`src/design/lhdsr_cfg.svh`:
```
// Offsets, field positions and reset values of the limp-home set-point bank
`ifndef LHDSR_CFG_SVH
`define LHDSR_CFG_SVH
`define LHDSR_OFS_CH1_CUR_LOW 8'h24
`define LHDSR_OFS_CH1_CUR_HIGH 8'h25
`define LHDSR_OFS_CH2_CUR_LOW 8'h26
`define LHDSR_OFS_CH2_CUR_HIGH 8'h27
`define LHDSR_OFS_CH1_WID_LOW 8'h28
`define LHDSR_OFS_CH1_WID_HIGH 8'h29
`define LHDSR_OFS_CH2_WID_LOW 8'h2A
`define LHDSR_OFS_CH2_WID_HIGH 8'h2B
`define LHDSR_REG_RESET 8'h00
`define LHDSR_VAL_RESET 10'h000
`define LHDSR_PAIR_BITS 2
`define LHDSR_PAIR_MASK 8'h03
`define LHDSR_NARROW_MASK 8'hA5
`endif

```
`src/design/lhdsr_pkg.sv`:
```
// Types of the limp-home set-point bank
package lhdsr_pkg;
   typedef struct packed {
      logic [9:0] current;
      logic [9:0] width;
   } lhdsr_chan_t;
   typedef struct packed {
      logic wr;
      logic rd;
      logic [7:0] addr;
      logic [7:0] wdata;
   } lhdsr_req_t;
endpackage : lhdsr_pkg

```
`src/design/lhdsr_regs.sv`:
```
// Limp-home current and dimming width set-point register bank
`timescale 1ns/1ps
`include "lhdsr_cfg.svh"
module lhdsr_regs (
   input wire logic CLK_I,
   input wire logic RST_I,
   input wire logic WR_I,
   input wire logic RD_I,
   input wire logic [7:0] ADDR_I,
   input wire logic [7:0] WDATA_I,
   output logic [7:0] RDATA_O,
   output logic HIT_O,
   input wire logic LIMP_HOME_I,
   output logic [9:0] CH1_BACKUP_CURRENT_SETPOINT_O,
   output logic [9:0] CH2_BACKUP_CURRENT_SETPOINT_O,
   output logic [9:0] CH1_BACKUP_DIM_WIDTH_O,
   output logic [9:0] CH2_BACKUP_DIM_WIDTH_O
);
   localparam int NREG = 8;
   lhdsr_pkg::lhdsr_req_t req;
   logic [7:0] regs_r [NREG];
   logic [7:0] regs_nxt [NREG];
   logic [7:0] rdata_r;
   logic [7:0] rdata_nxt;
   logic [NREG-1:0] sel;
   lhdsr_pkg::lhdsr_chan_t ch1_stored;
   lhdsr_pkg::lhdsr_chan_t ch2_stored;
   lhdsr_pkg::lhdsr_chan_t stored [2];
   lhdsr_pkg::lhdsr_chan_t applied [2];

   assign req = '{wr: WR_I, rd: RD_I, addr: ADDR_I, wdata: WDATA_I};

   // Offset map; index order follows the address order
   localparam logic [7:0] OFS [NREG] = '{
      `LHDSR_OFS_CH1_CUR_LOW, `LHDSR_OFS_CH1_CUR_HIGH,
      `LHDSR_OFS_CH2_CUR_LOW, `LHDSR_OFS_CH2_CUR_HIGH,
      `LHDSR_OFS_CH1_WID_LOW, `LHDSR_OFS_CH1_WID_HIGH,
      `LHDSR_OFS_CH2_WID_LOW, `LHDSR_OFS_CH2_WID_HIGH};
   // Registers that hold only two bits
   localparam logic [NREG-1:0] NARROW = `LHDSR_NARROW_MASK;

   genvar g;
   generate
      for (g = 0; g < NREG; g++) begin : g_reg
         assign sel[g] = (req.addr == OFS[g]);
         always_comb begin
            regs_nxt[g] = regs_r[g];
            if (req.wr && sel[g]) begin
               regs_nxt[g] = NARROW[g] ? (req.wdata & `LHDSR_PAIR_MASK)
                                       : req.wdata;
            end
         end
         always_ff @(posedge CLK_I or posedge RST_I) begin
            if (RST_I) begin
               regs_r[g] <= `LHDSR_REG_RESET;
            end else begin
               regs_r[g] <= regs_nxt[g];
            end
         end
      end
   endgenerate

   always_comb begin
      rdata_nxt = rdata_r;
      if (req.rd) begin
         rdata_nxt = 8'h00;
         for (int i = 0; i < NREG; i++) begin
            if (sel[i]) begin
               rdata_nxt = regs_r[i];
            end
         end
      end
   end
   always_ff @(posedge CLK_I or posedge RST_I) begin
      if (RST_I) begin
         rdata_r <= 8'h00;
      end else begin
         rdata_r <= rdata_nxt;
      end
   end
   assign RDATA_O = rdata_r;
   assign HIT_O = |sel;

   // Current: high byte on top; width: low byte at the bottom
   assign ch1_stored.current = {regs_r[1], regs_r[0][1:0]};
   assign ch2_stored.current = {regs_r[3], regs_r[2][1:0]};
   assign ch1_stored.width = {regs_r[5][1:0], regs_r[4]};
   assign ch2_stored.width = {regs_r[7][1:0], regs_r[6]};

   // Hold stage keeps the generators steady outside limp-home mode while software edits halves
   assign stored[0] = ch1_stored;
   assign stored[1] = ch2_stored;
   genvar c;
   generate
      for (c = 0; c < 2; c++) begin : g_chan
         lhdsr_hold u_hold (
            .clk_i(CLK_I),
            .rst_i(RST_I),
            .limp_i(LIMP_HOME_I),
            .stored_i(stored[c]),
            .applied_o(applied[c])
         );
      end
   endgenerate
   assign CH1_BACKUP_CURRENT_SETPOINT_O = applied[0].current;
   assign CH2_BACKUP_CURRENT_SETPOINT_O = applied[1].current;
   assign CH1_BACKUP_DIM_WIDTH_O = applied[0].width;
   assign CH2_BACKUP_DIM_WIDTH_O = applied[1].width;

   // Byte written, one edge in limp-home mode, then seen on the pins
   a_ch1_cur_low: assert property (@(posedge CLK_I)
      disable iff (RST_I)
      WR_I && ADDR_I == `LHDSR_OFS_CH1_CUR_LOW ##1 LIMP_HOME_I ##1 1'b1
      |-> CH1_BACKUP_CURRENT_SETPOINT_O[1:0] == $past(WDATA_I[1:0], 2))
      else $error("Channel 1 current low bits misplaced");

   a_ch1_cur_high: assert property (@(posedge CLK_I)
      disable iff (RST_I)
      WR_I && ADDR_I == `LHDSR_OFS_CH1_CUR_HIGH ##1 LIMP_HOME_I ##1 1'b1
      |-> CH1_BACKUP_CURRENT_SETPOINT_O[9:2] == $past(WDATA_I, 2))
      else $error("Channel 1 current high byte misplaced");

   a_ch2_cur_low: assert property (@(posedge CLK_I)
      disable iff (RST_I)
      WR_I && ADDR_I == `LHDSR_OFS_CH2_CUR_LOW ##1 LIMP_HOME_I ##1 1'b1
      |-> CH2_BACKUP_CURRENT_SETPOINT_O[1:0] == $past(WDATA_I[1:0], 2))
      else $error("Channel 2 current low bits misplaced");

   a_ch2_cur_high: assert property (@(posedge CLK_I)
      disable iff (RST_I)
      WR_I && ADDR_I == `LHDSR_OFS_CH2_CUR_HIGH ##1 LIMP_HOME_I ##1 1'b1
      |-> CH2_BACKUP_CURRENT_SETPOINT_O[9:2] == $past(WDATA_I, 2))
      else $error("Channel 2 current high byte misplaced");

   a_ch1_wid_low: assert property (@(posedge CLK_I)
      disable iff (RST_I)
      WR_I && ADDR_I == `LHDSR_OFS_CH1_WID_LOW ##1 LIMP_HOME_I ##1 1'b1
      |-> CH1_BACKUP_DIM_WIDTH_O[7:0] == $past(WDATA_I, 2))
      else $error("Channel 1 width low byte misplaced");

   a_ch1_wid_high: assert property (@(posedge CLK_I)
      disable iff (RST_I)
      WR_I && ADDR_I == `LHDSR_OFS_CH1_WID_HIGH ##1 LIMP_HOME_I ##1 1'b1
      |-> CH1_BACKUP_DIM_WIDTH_O[9:8] == $past(WDATA_I[1:0], 2))
      else $error("Channel 1 width high bits misplaced");

   a_ch2_wid_low: assert property (@(posedge CLK_I)
      disable iff (RST_I)
      WR_I && ADDR_I == `LHDSR_OFS_CH2_WID_LOW ##1 LIMP_HOME_I ##1 1'b1
      |-> CH2_BACKUP_DIM_WIDTH_O[7:0] == $past(WDATA_I, 2))
      else $error("Channel 2 width low byte misplaced");

   a_ch2_wid_high: assert property (@(posedge CLK_I)
      disable iff (RST_I)
      WR_I && ADDR_I == `LHDSR_OFS_CH2_WID_HIGH ##1 LIMP_HOME_I ##1 1'b1
      |-> CH2_BACKUP_DIM_WIDTH_O[9:8] == $past(WDATA_I[1:0], 2))
      else $error("Channel 2 width high bits misplaced");

   a_reset_clears_all: assert property (@(posedge CLK_I)
      $fell(RST_I)
      |-> RDATA_O == `LHDSR_REG_RESET
      && CH1_BACKUP_CURRENT_SETPOINT_O == `LHDSR_VAL_RESET
      && CH2_BACKUP_CURRENT_SETPOINT_O == `LHDSR_VAL_RESET
      && CH1_BACKUP_DIM_WIDTH_O == `LHDSR_VAL_RESET
      && CH2_BACKUP_DIM_WIDTH_O == `LHDSR_VAL_RESET)
      else $error("Outputs not cleared by reset");

   // Read path
   a_reserved_read_zero: assert property (@(posedge CLK_I)
      disable iff (RST_I)
      RD_I && (ADDR_I == `LHDSR_OFS_CH1_CUR_LOW
      || ADDR_I == `LHDSR_OFS_CH2_CUR_LOW
      || ADDR_I == `LHDSR_OFS_CH1_WID_HIGH
      || ADDR_I == `LHDSR_OFS_CH2_WID_HIGH)
      |=> RDATA_O[7:2] == 6'h00)
      else $error("Reserved bits read nonzero");

   a_unmapped_read_zero: assert property (@(posedge CLK_I)
      disable iff (RST_I)
      RD_I && !HIT_O |=> RDATA_O == 8'h00)
      else $error("Unmapped read returned nonzero");

   a_rdata_stands: assert property (@(posedge CLK_I)
      disable iff (RST_I)
      !RD_I |=> $stable(RDATA_O))
      else $error("Read data moved without a read");

   a_hit_decode: assert property (@(posedge CLK_I)
      disable iff (RST_I)
      HIT_O == (ADDR_I >= `LHDSR_OFS_CH1_CUR_LOW
      && ADDR_I <= `LHDSR_OFS_CH2_WID_HIGH))
      else $error("Address hit flag wrong");

   // Unmapped or absent writes must leave every set point alone
   a_stored_write_only: assert property (@(posedge CLK_I)
      disable iff (RST_I)
      !(WR_I && HIT_O) |=> $stable(ch1_stored) && $stable(ch2_stored))
      else $error("Stored set point moved without a mapped write");

   // Pins freeze outside the mode and follow one edge behind inside it
   a_outputs_frozen: assert property (@(posedge CLK_I)
      disable iff (RST_I)
      !$past(LIMP_HOME_I)
      |-> $stable(CH1_BACKUP_CURRENT_SETPOINT_O)
      && $stable(CH2_BACKUP_CURRENT_SETPOINT_O)
      && $stable(CH1_BACKUP_DIM_WIDTH_O)
      && $stable(CH2_BACKUP_DIM_WIDTH_O))
      else $error("Channel outputs moved outside limp-home mode");

   a_outputs_follow: assert property (@(posedge CLK_I)
      disable iff (RST_I)
      LIMP_HOME_I
      |=> CH1_BACKUP_CURRENT_SETPOINT_O == $past(ch1_stored.current)
      && CH2_BACKUP_CURRENT_SETPOINT_O == $past(ch2_stored.current)
      && CH1_BACKUP_DIM_WIDTH_O == $past(ch1_stored.width)
      && CH2_BACKUP_DIM_WIDTH_O == $past(ch2_stored.width))
      else $error("Channel outputs did not follow stored values");
endmodule : lhdsr_regs

```
`src/design/lhdsr_hold.sv`:
```
// Output stage: passes set points on in limp-home mode, else holds
`timescale 1ns/1ps
module lhdsr_hold (
   input wire logic clk_i,
   input wire logic rst_i,
   input wire logic limp_i,
   input wire lhdsr_pkg::lhdsr_chan_t stored_i,
   output lhdsr_pkg::lhdsr_chan_t applied_o
);
   lhdsr_pkg::lhdsr_chan_t app_r;
   lhdsr_pkg::lhdsr_chan_t app_nxt;
   always_comb begin
      app_nxt = app_r;
      if (limp_i) begin
         app_nxt = stored_i;
      end
   end
   always_ff @(posedge clk_i or posedge rst_i) begin
      if (rst_i) begin
         app_r <= '0;
      end else begin
         app_r <= app_nxt;
      end
   end
   assign applied_o = app_r;
   a_hold_outside_limp: assert property (@(posedge clk_i)
      disable iff (rst_i)
      !$past(limp_i) |-> $stable(applied_o))
      else $error("Applied value moved outside limp-home mode");
   a_follow_in_limp: assert property (@(posedge clk_i)
      disable iff (rst_i)
      limp_i ##1 1'b1 |-> applied_o == $past(stored_i))
      else $error("Applied value did not follow stored value");
endmodule : lhdsr_hold

```
`config.mk`:
```
export PLATFORM = sky130hd
export DESIGN_NAME = lhdsr_regs
export DESIGN_NICKNAME = d
export VERILOG_FILES = /design/src/design/lhdsr_pkg.sv /design/src/design/lhdsr_regs.sv /design/src/design/lhdsr_hold.sv
export VERILOG_INCLUDE_DIRS = /design/src /design/src/design
export SDC_FILE = /design/constraint.sdc
export NUM_CORES = 1
export LEC_CHECK = 0
export BUFFER_PORTS_ARGS = -buffer_cell sky130_fd_sc_hd__buf_2
export CAP_MARGIN = 15
export CORE_AREA = 10 10 90 92
export DETAILED_ROUTE_END_ITERATION = 7
export DIE_AREA = 0 0 100 102
export PLACE_DENSITY = 0.82
export SYNTH_ARGS = -nofsm -noshare
export SYNTH_HDL_FRONTEND = slang
export SYNTH_SLANG_ARGS = --single-unit
```
`constraint.sdc`:
```
create_clock -name CLK_I -period 7.8 [get_ports CLK_I]
set_input_delay 1.17 -clock CLK_I [delete_from_list [all_inputs] [get_ports CLK_I]]
set_output_delay 1.17 -clock CLK_I [all_outputs]
set_load 0.01 [all_outputs]
```
==> flow_metrics.env <==
export IMPL_dieHeight_um=102
export IMPL_yosys_warnings=0
export IMPL_vias=2423
export IMPL_synth_async_reset_ratio_pct=100
export IMPL_postCtsSetupBuffers=0
export IMPL_synth_flop_cell="dfrtp_1"
export IMPL_cpMostUsedCell="buf_2"
export IMPL_synthesis_area_um2=3660
export IMPL_synthCells=254
export IMPL_finalCritPeriodShare_pct=47.5
export IMPL_routed_wl_um=8470
export IMPL_critPathBufInv=2
export IMPL_area_delta_synth_final_pct=17.7
export IMPL_cp_end_kind="primary output"
export IMPL_seq_area_frac_synth_pct=60.1
export IMPL_clockRootBuffer="clkbuf_8"
export IMPL_ys_ff_latch=88
export IMPL_yosys_area_top_type="dfrtp_1"
export IMPL_skew_ns=0.0117
export IMPL_ys_top_cells_by_area="dfrtp_1 60%, mux2_2 25%, a21oi_1 1.6%"
export IMPL_rsz0062_at_grt="false"
export IMPL_avgSynthCellArea_um2=14.4
export IMPL_firstDrtPassIters=4
export IMPL_worstPathRequired_ns=6.63
export IMPL_whs_ns=0.506
export IMPL_arrival_ns=2.53
export IMPL_ctsResizeCount=0
export IMPL_via_per_inst=5.98
export IMPL_hp_class="register to register"
export IMPL_regArea_um2=2200
export IMPL_maxCapViolations=0
export IMPL_nNetsFinal=345
export IMPL_fillers=468
export IMPL_cts_hold_buf=0
export IMPL_tns_ns=0
export IMPL_place_gp_congestion=0.923
export IMPL_total_power_mw=0.954
export IMPL_drt_iter0_markers=175
export IMPL_io_pins=70
export IMPL_critPathSlowestCell="or4b_4"
export IMPL_multi_input_area_um2=1400
export IMPL_timing_hold_violations_final=0
export IMPL_max_slew_margin_rel_pct=25.3
export IMPL_crit_family="simple AND/OR/NAND/NOR gates"
export IMPL_drc=0
export IMPL_synth_edf_count=0
export IMPL_clk_insertion_delay_late_ns=0.35
export IMPL_hpwl_um=6080
export IMPL_postLayoutCoreUtil_pct=68.7
export IMPL_die_x_um=100
export IMPL_initial_core_util_pct=58.4
export IMPL_outcome="finished, final reports clean"
export IMPL_cts_sinks=88
export IMPL_crit_type="input port to primary output"
export IMPL_synth_distinct_cells=36
export IMPL_drive_above_1_share_pct=52.7
export IMPL_grt_util_all_layers_pct=16.8
export IMPL_ant_nets=0
export IMPL_fp_row_count=29
export IMPL_grt_max_degree=89
export IMPL_tightest_slew_ns=1.11
export IMPL_cp_cell_sequence="buf_2, or4b_4, or2_1, nand2_1, buf_2"
export IMPL_fin_area_um2=4310
export IMPL_path_clk_slew_ns=0.08
export IMPL_grt_pass1_vias=2556
export IMPL_crit_path_max_incr_delay_ns=0.56
export IMPL_layout_common_cells="88 x dfrtp_1, 81 x mux2_2, 69 x buf_2"
export IMPL_startpoint_type="input port"
export IMPL_power_density_nw_per_um2=221
export IMPL_clk_path_buf_depth=2
export IMPL_cts_inserted_buffers=9
export IMPL_port_buffers=69
export IMPL_antennaDiodeCount=0
export IMPL_fin_crit_ns=3.70
export IMPL_grt_ovfl_total=0
export IMPL_layout_commonest_cell="dfrtp_1"
export IMPL_setup_viol=0
export IMPL_placed_area_um2=4070
export IMPL_synth_top_area_share_pct=60.1
export IMPL_cts_tree="done"
export IMPL_syn_nets=275
export IMPL_timing_fmax_ghz=0.270
export IMPL_fp_coreArea_um2=6280
export IMPL_htreeDepth=3
export IMPL_slew_viol_final=0
export IMPL_wl_per_cell_um=20.9
export IMPL_p_leak_nw=2.28
export IMPL_antenna_found_initial=0
export IMPL_dieArea_um2=10200
export IMPL_grt_first_pass_wirelength_um=13700
export IMPL_critPathMaxFanout=13
export IMPL_ir_drop_mv=0.186
==> power breakdown <==
| group | internal [mW] | total [mW] | switching (mW) | leakage, nW |
|---|---|---|---|---|
| Combinational | 0.0379 | 0.0833 | 0.0454 | 0.954 |
| Sequential | 0.479 | 0.495 | 0.0162 | 1.21 |
| Clock | 0.214 | 0.376 | 0.162 | 0.117 |
| Total | 0.731 | 0.954 | 0.224 | 2.28 |
==> flip-flops by register name, summed over array words and instances, names as in the netlist <==
| name | flops |
|---|---|
| g_chan.u_hold.applied_o | 40 |
| ch1_stored | 20 |
| ch2_stored | 20 |
| RDATA_O | 8 |
==> worst register-to-register path, stage by stage, from the launching register on <==
cell and delay [ns]:
dfrtp_1 0.42, mux4_2 0.48, nand3_1 0.11, a22oi_1 0.07, o22a_1 0.19
==> metrics by stage <==
stage                     worst slack, ns  instances
final                                4.10        405
after floorplan                      4.29        254
after detailed placement             4.12        390
after CTS                            4.12        405
after global routing                 4.06        405
after global placement               4.14        390
==> layer usage <==
layer	share of wire, %	GRT usage [%]	wire [µm]	vias to the layer above
met5	0	0	0	-
met2	49	26.6	4120	77
met1	44	22.0	3710	1254
met3	6.2	4.32	525	10
li1	-	-	-	1082
met4	1.3	5.65	113	0
==> path summary, 6_finish.rpt <==
path	from	endpoint	slack, ns	cells past startpoint
min reg2reg	g_chan[1].u_hold.applied_o[12]	g_chan[1].u_hold.applied_o[12]	0.51	1
max reg2reg	ch2_stored[13]	RDATA_O[1]	6.42	4
max	ADDR_I[7]	HIT_O	4.10	5
min in group asynchronous	RST_I	g_chan[1].u_hold.applied_o[19]	1.15	3
max in group asynchronous	RST_I	ch1_stored[8]	5.98	3
min	g_chan[1].u_hold.applied_o[12]	g_chan[1].u_hold.applied_o[12]	0.51	1
==> cells by family (layout without fill, tap and decap cells) <==
kind of cell | Yosys count | in the layout | synth area share [%]
AND/OR/NAND/NOR | 34 | 34 | 5.36
multiplexers | 85 | 85 | 26.7
flip-flops | 88 | 88 | 60.1
buffers and inverters | 15 | 89 | 1.61
AO/OA/AOI/OAI | 32 | 32 | 6.22
==> synth_stat cells, types with 3 or more instances <==
cell and count:
nand2_1 7, dfrtp_1 88, nor2_1 4, buf_1 5, a21oi_1 12, inv_1 3
o31ai_1 6, mux2_2 81, nor2b_1 4, a222oi_1 4, clkbuf_1 4, nand3_1 6
==> final cells by class <==
class	count	area share, %
clock buffers	9	2.87
clock inverters	6	2.73
inverters	4	0.377
multi-input cells	151	32.5
flip-flops and latches	88	51.1
well taps	77	2.23
repair buffers	70	8.18
(Power assumes the default switching activity.)
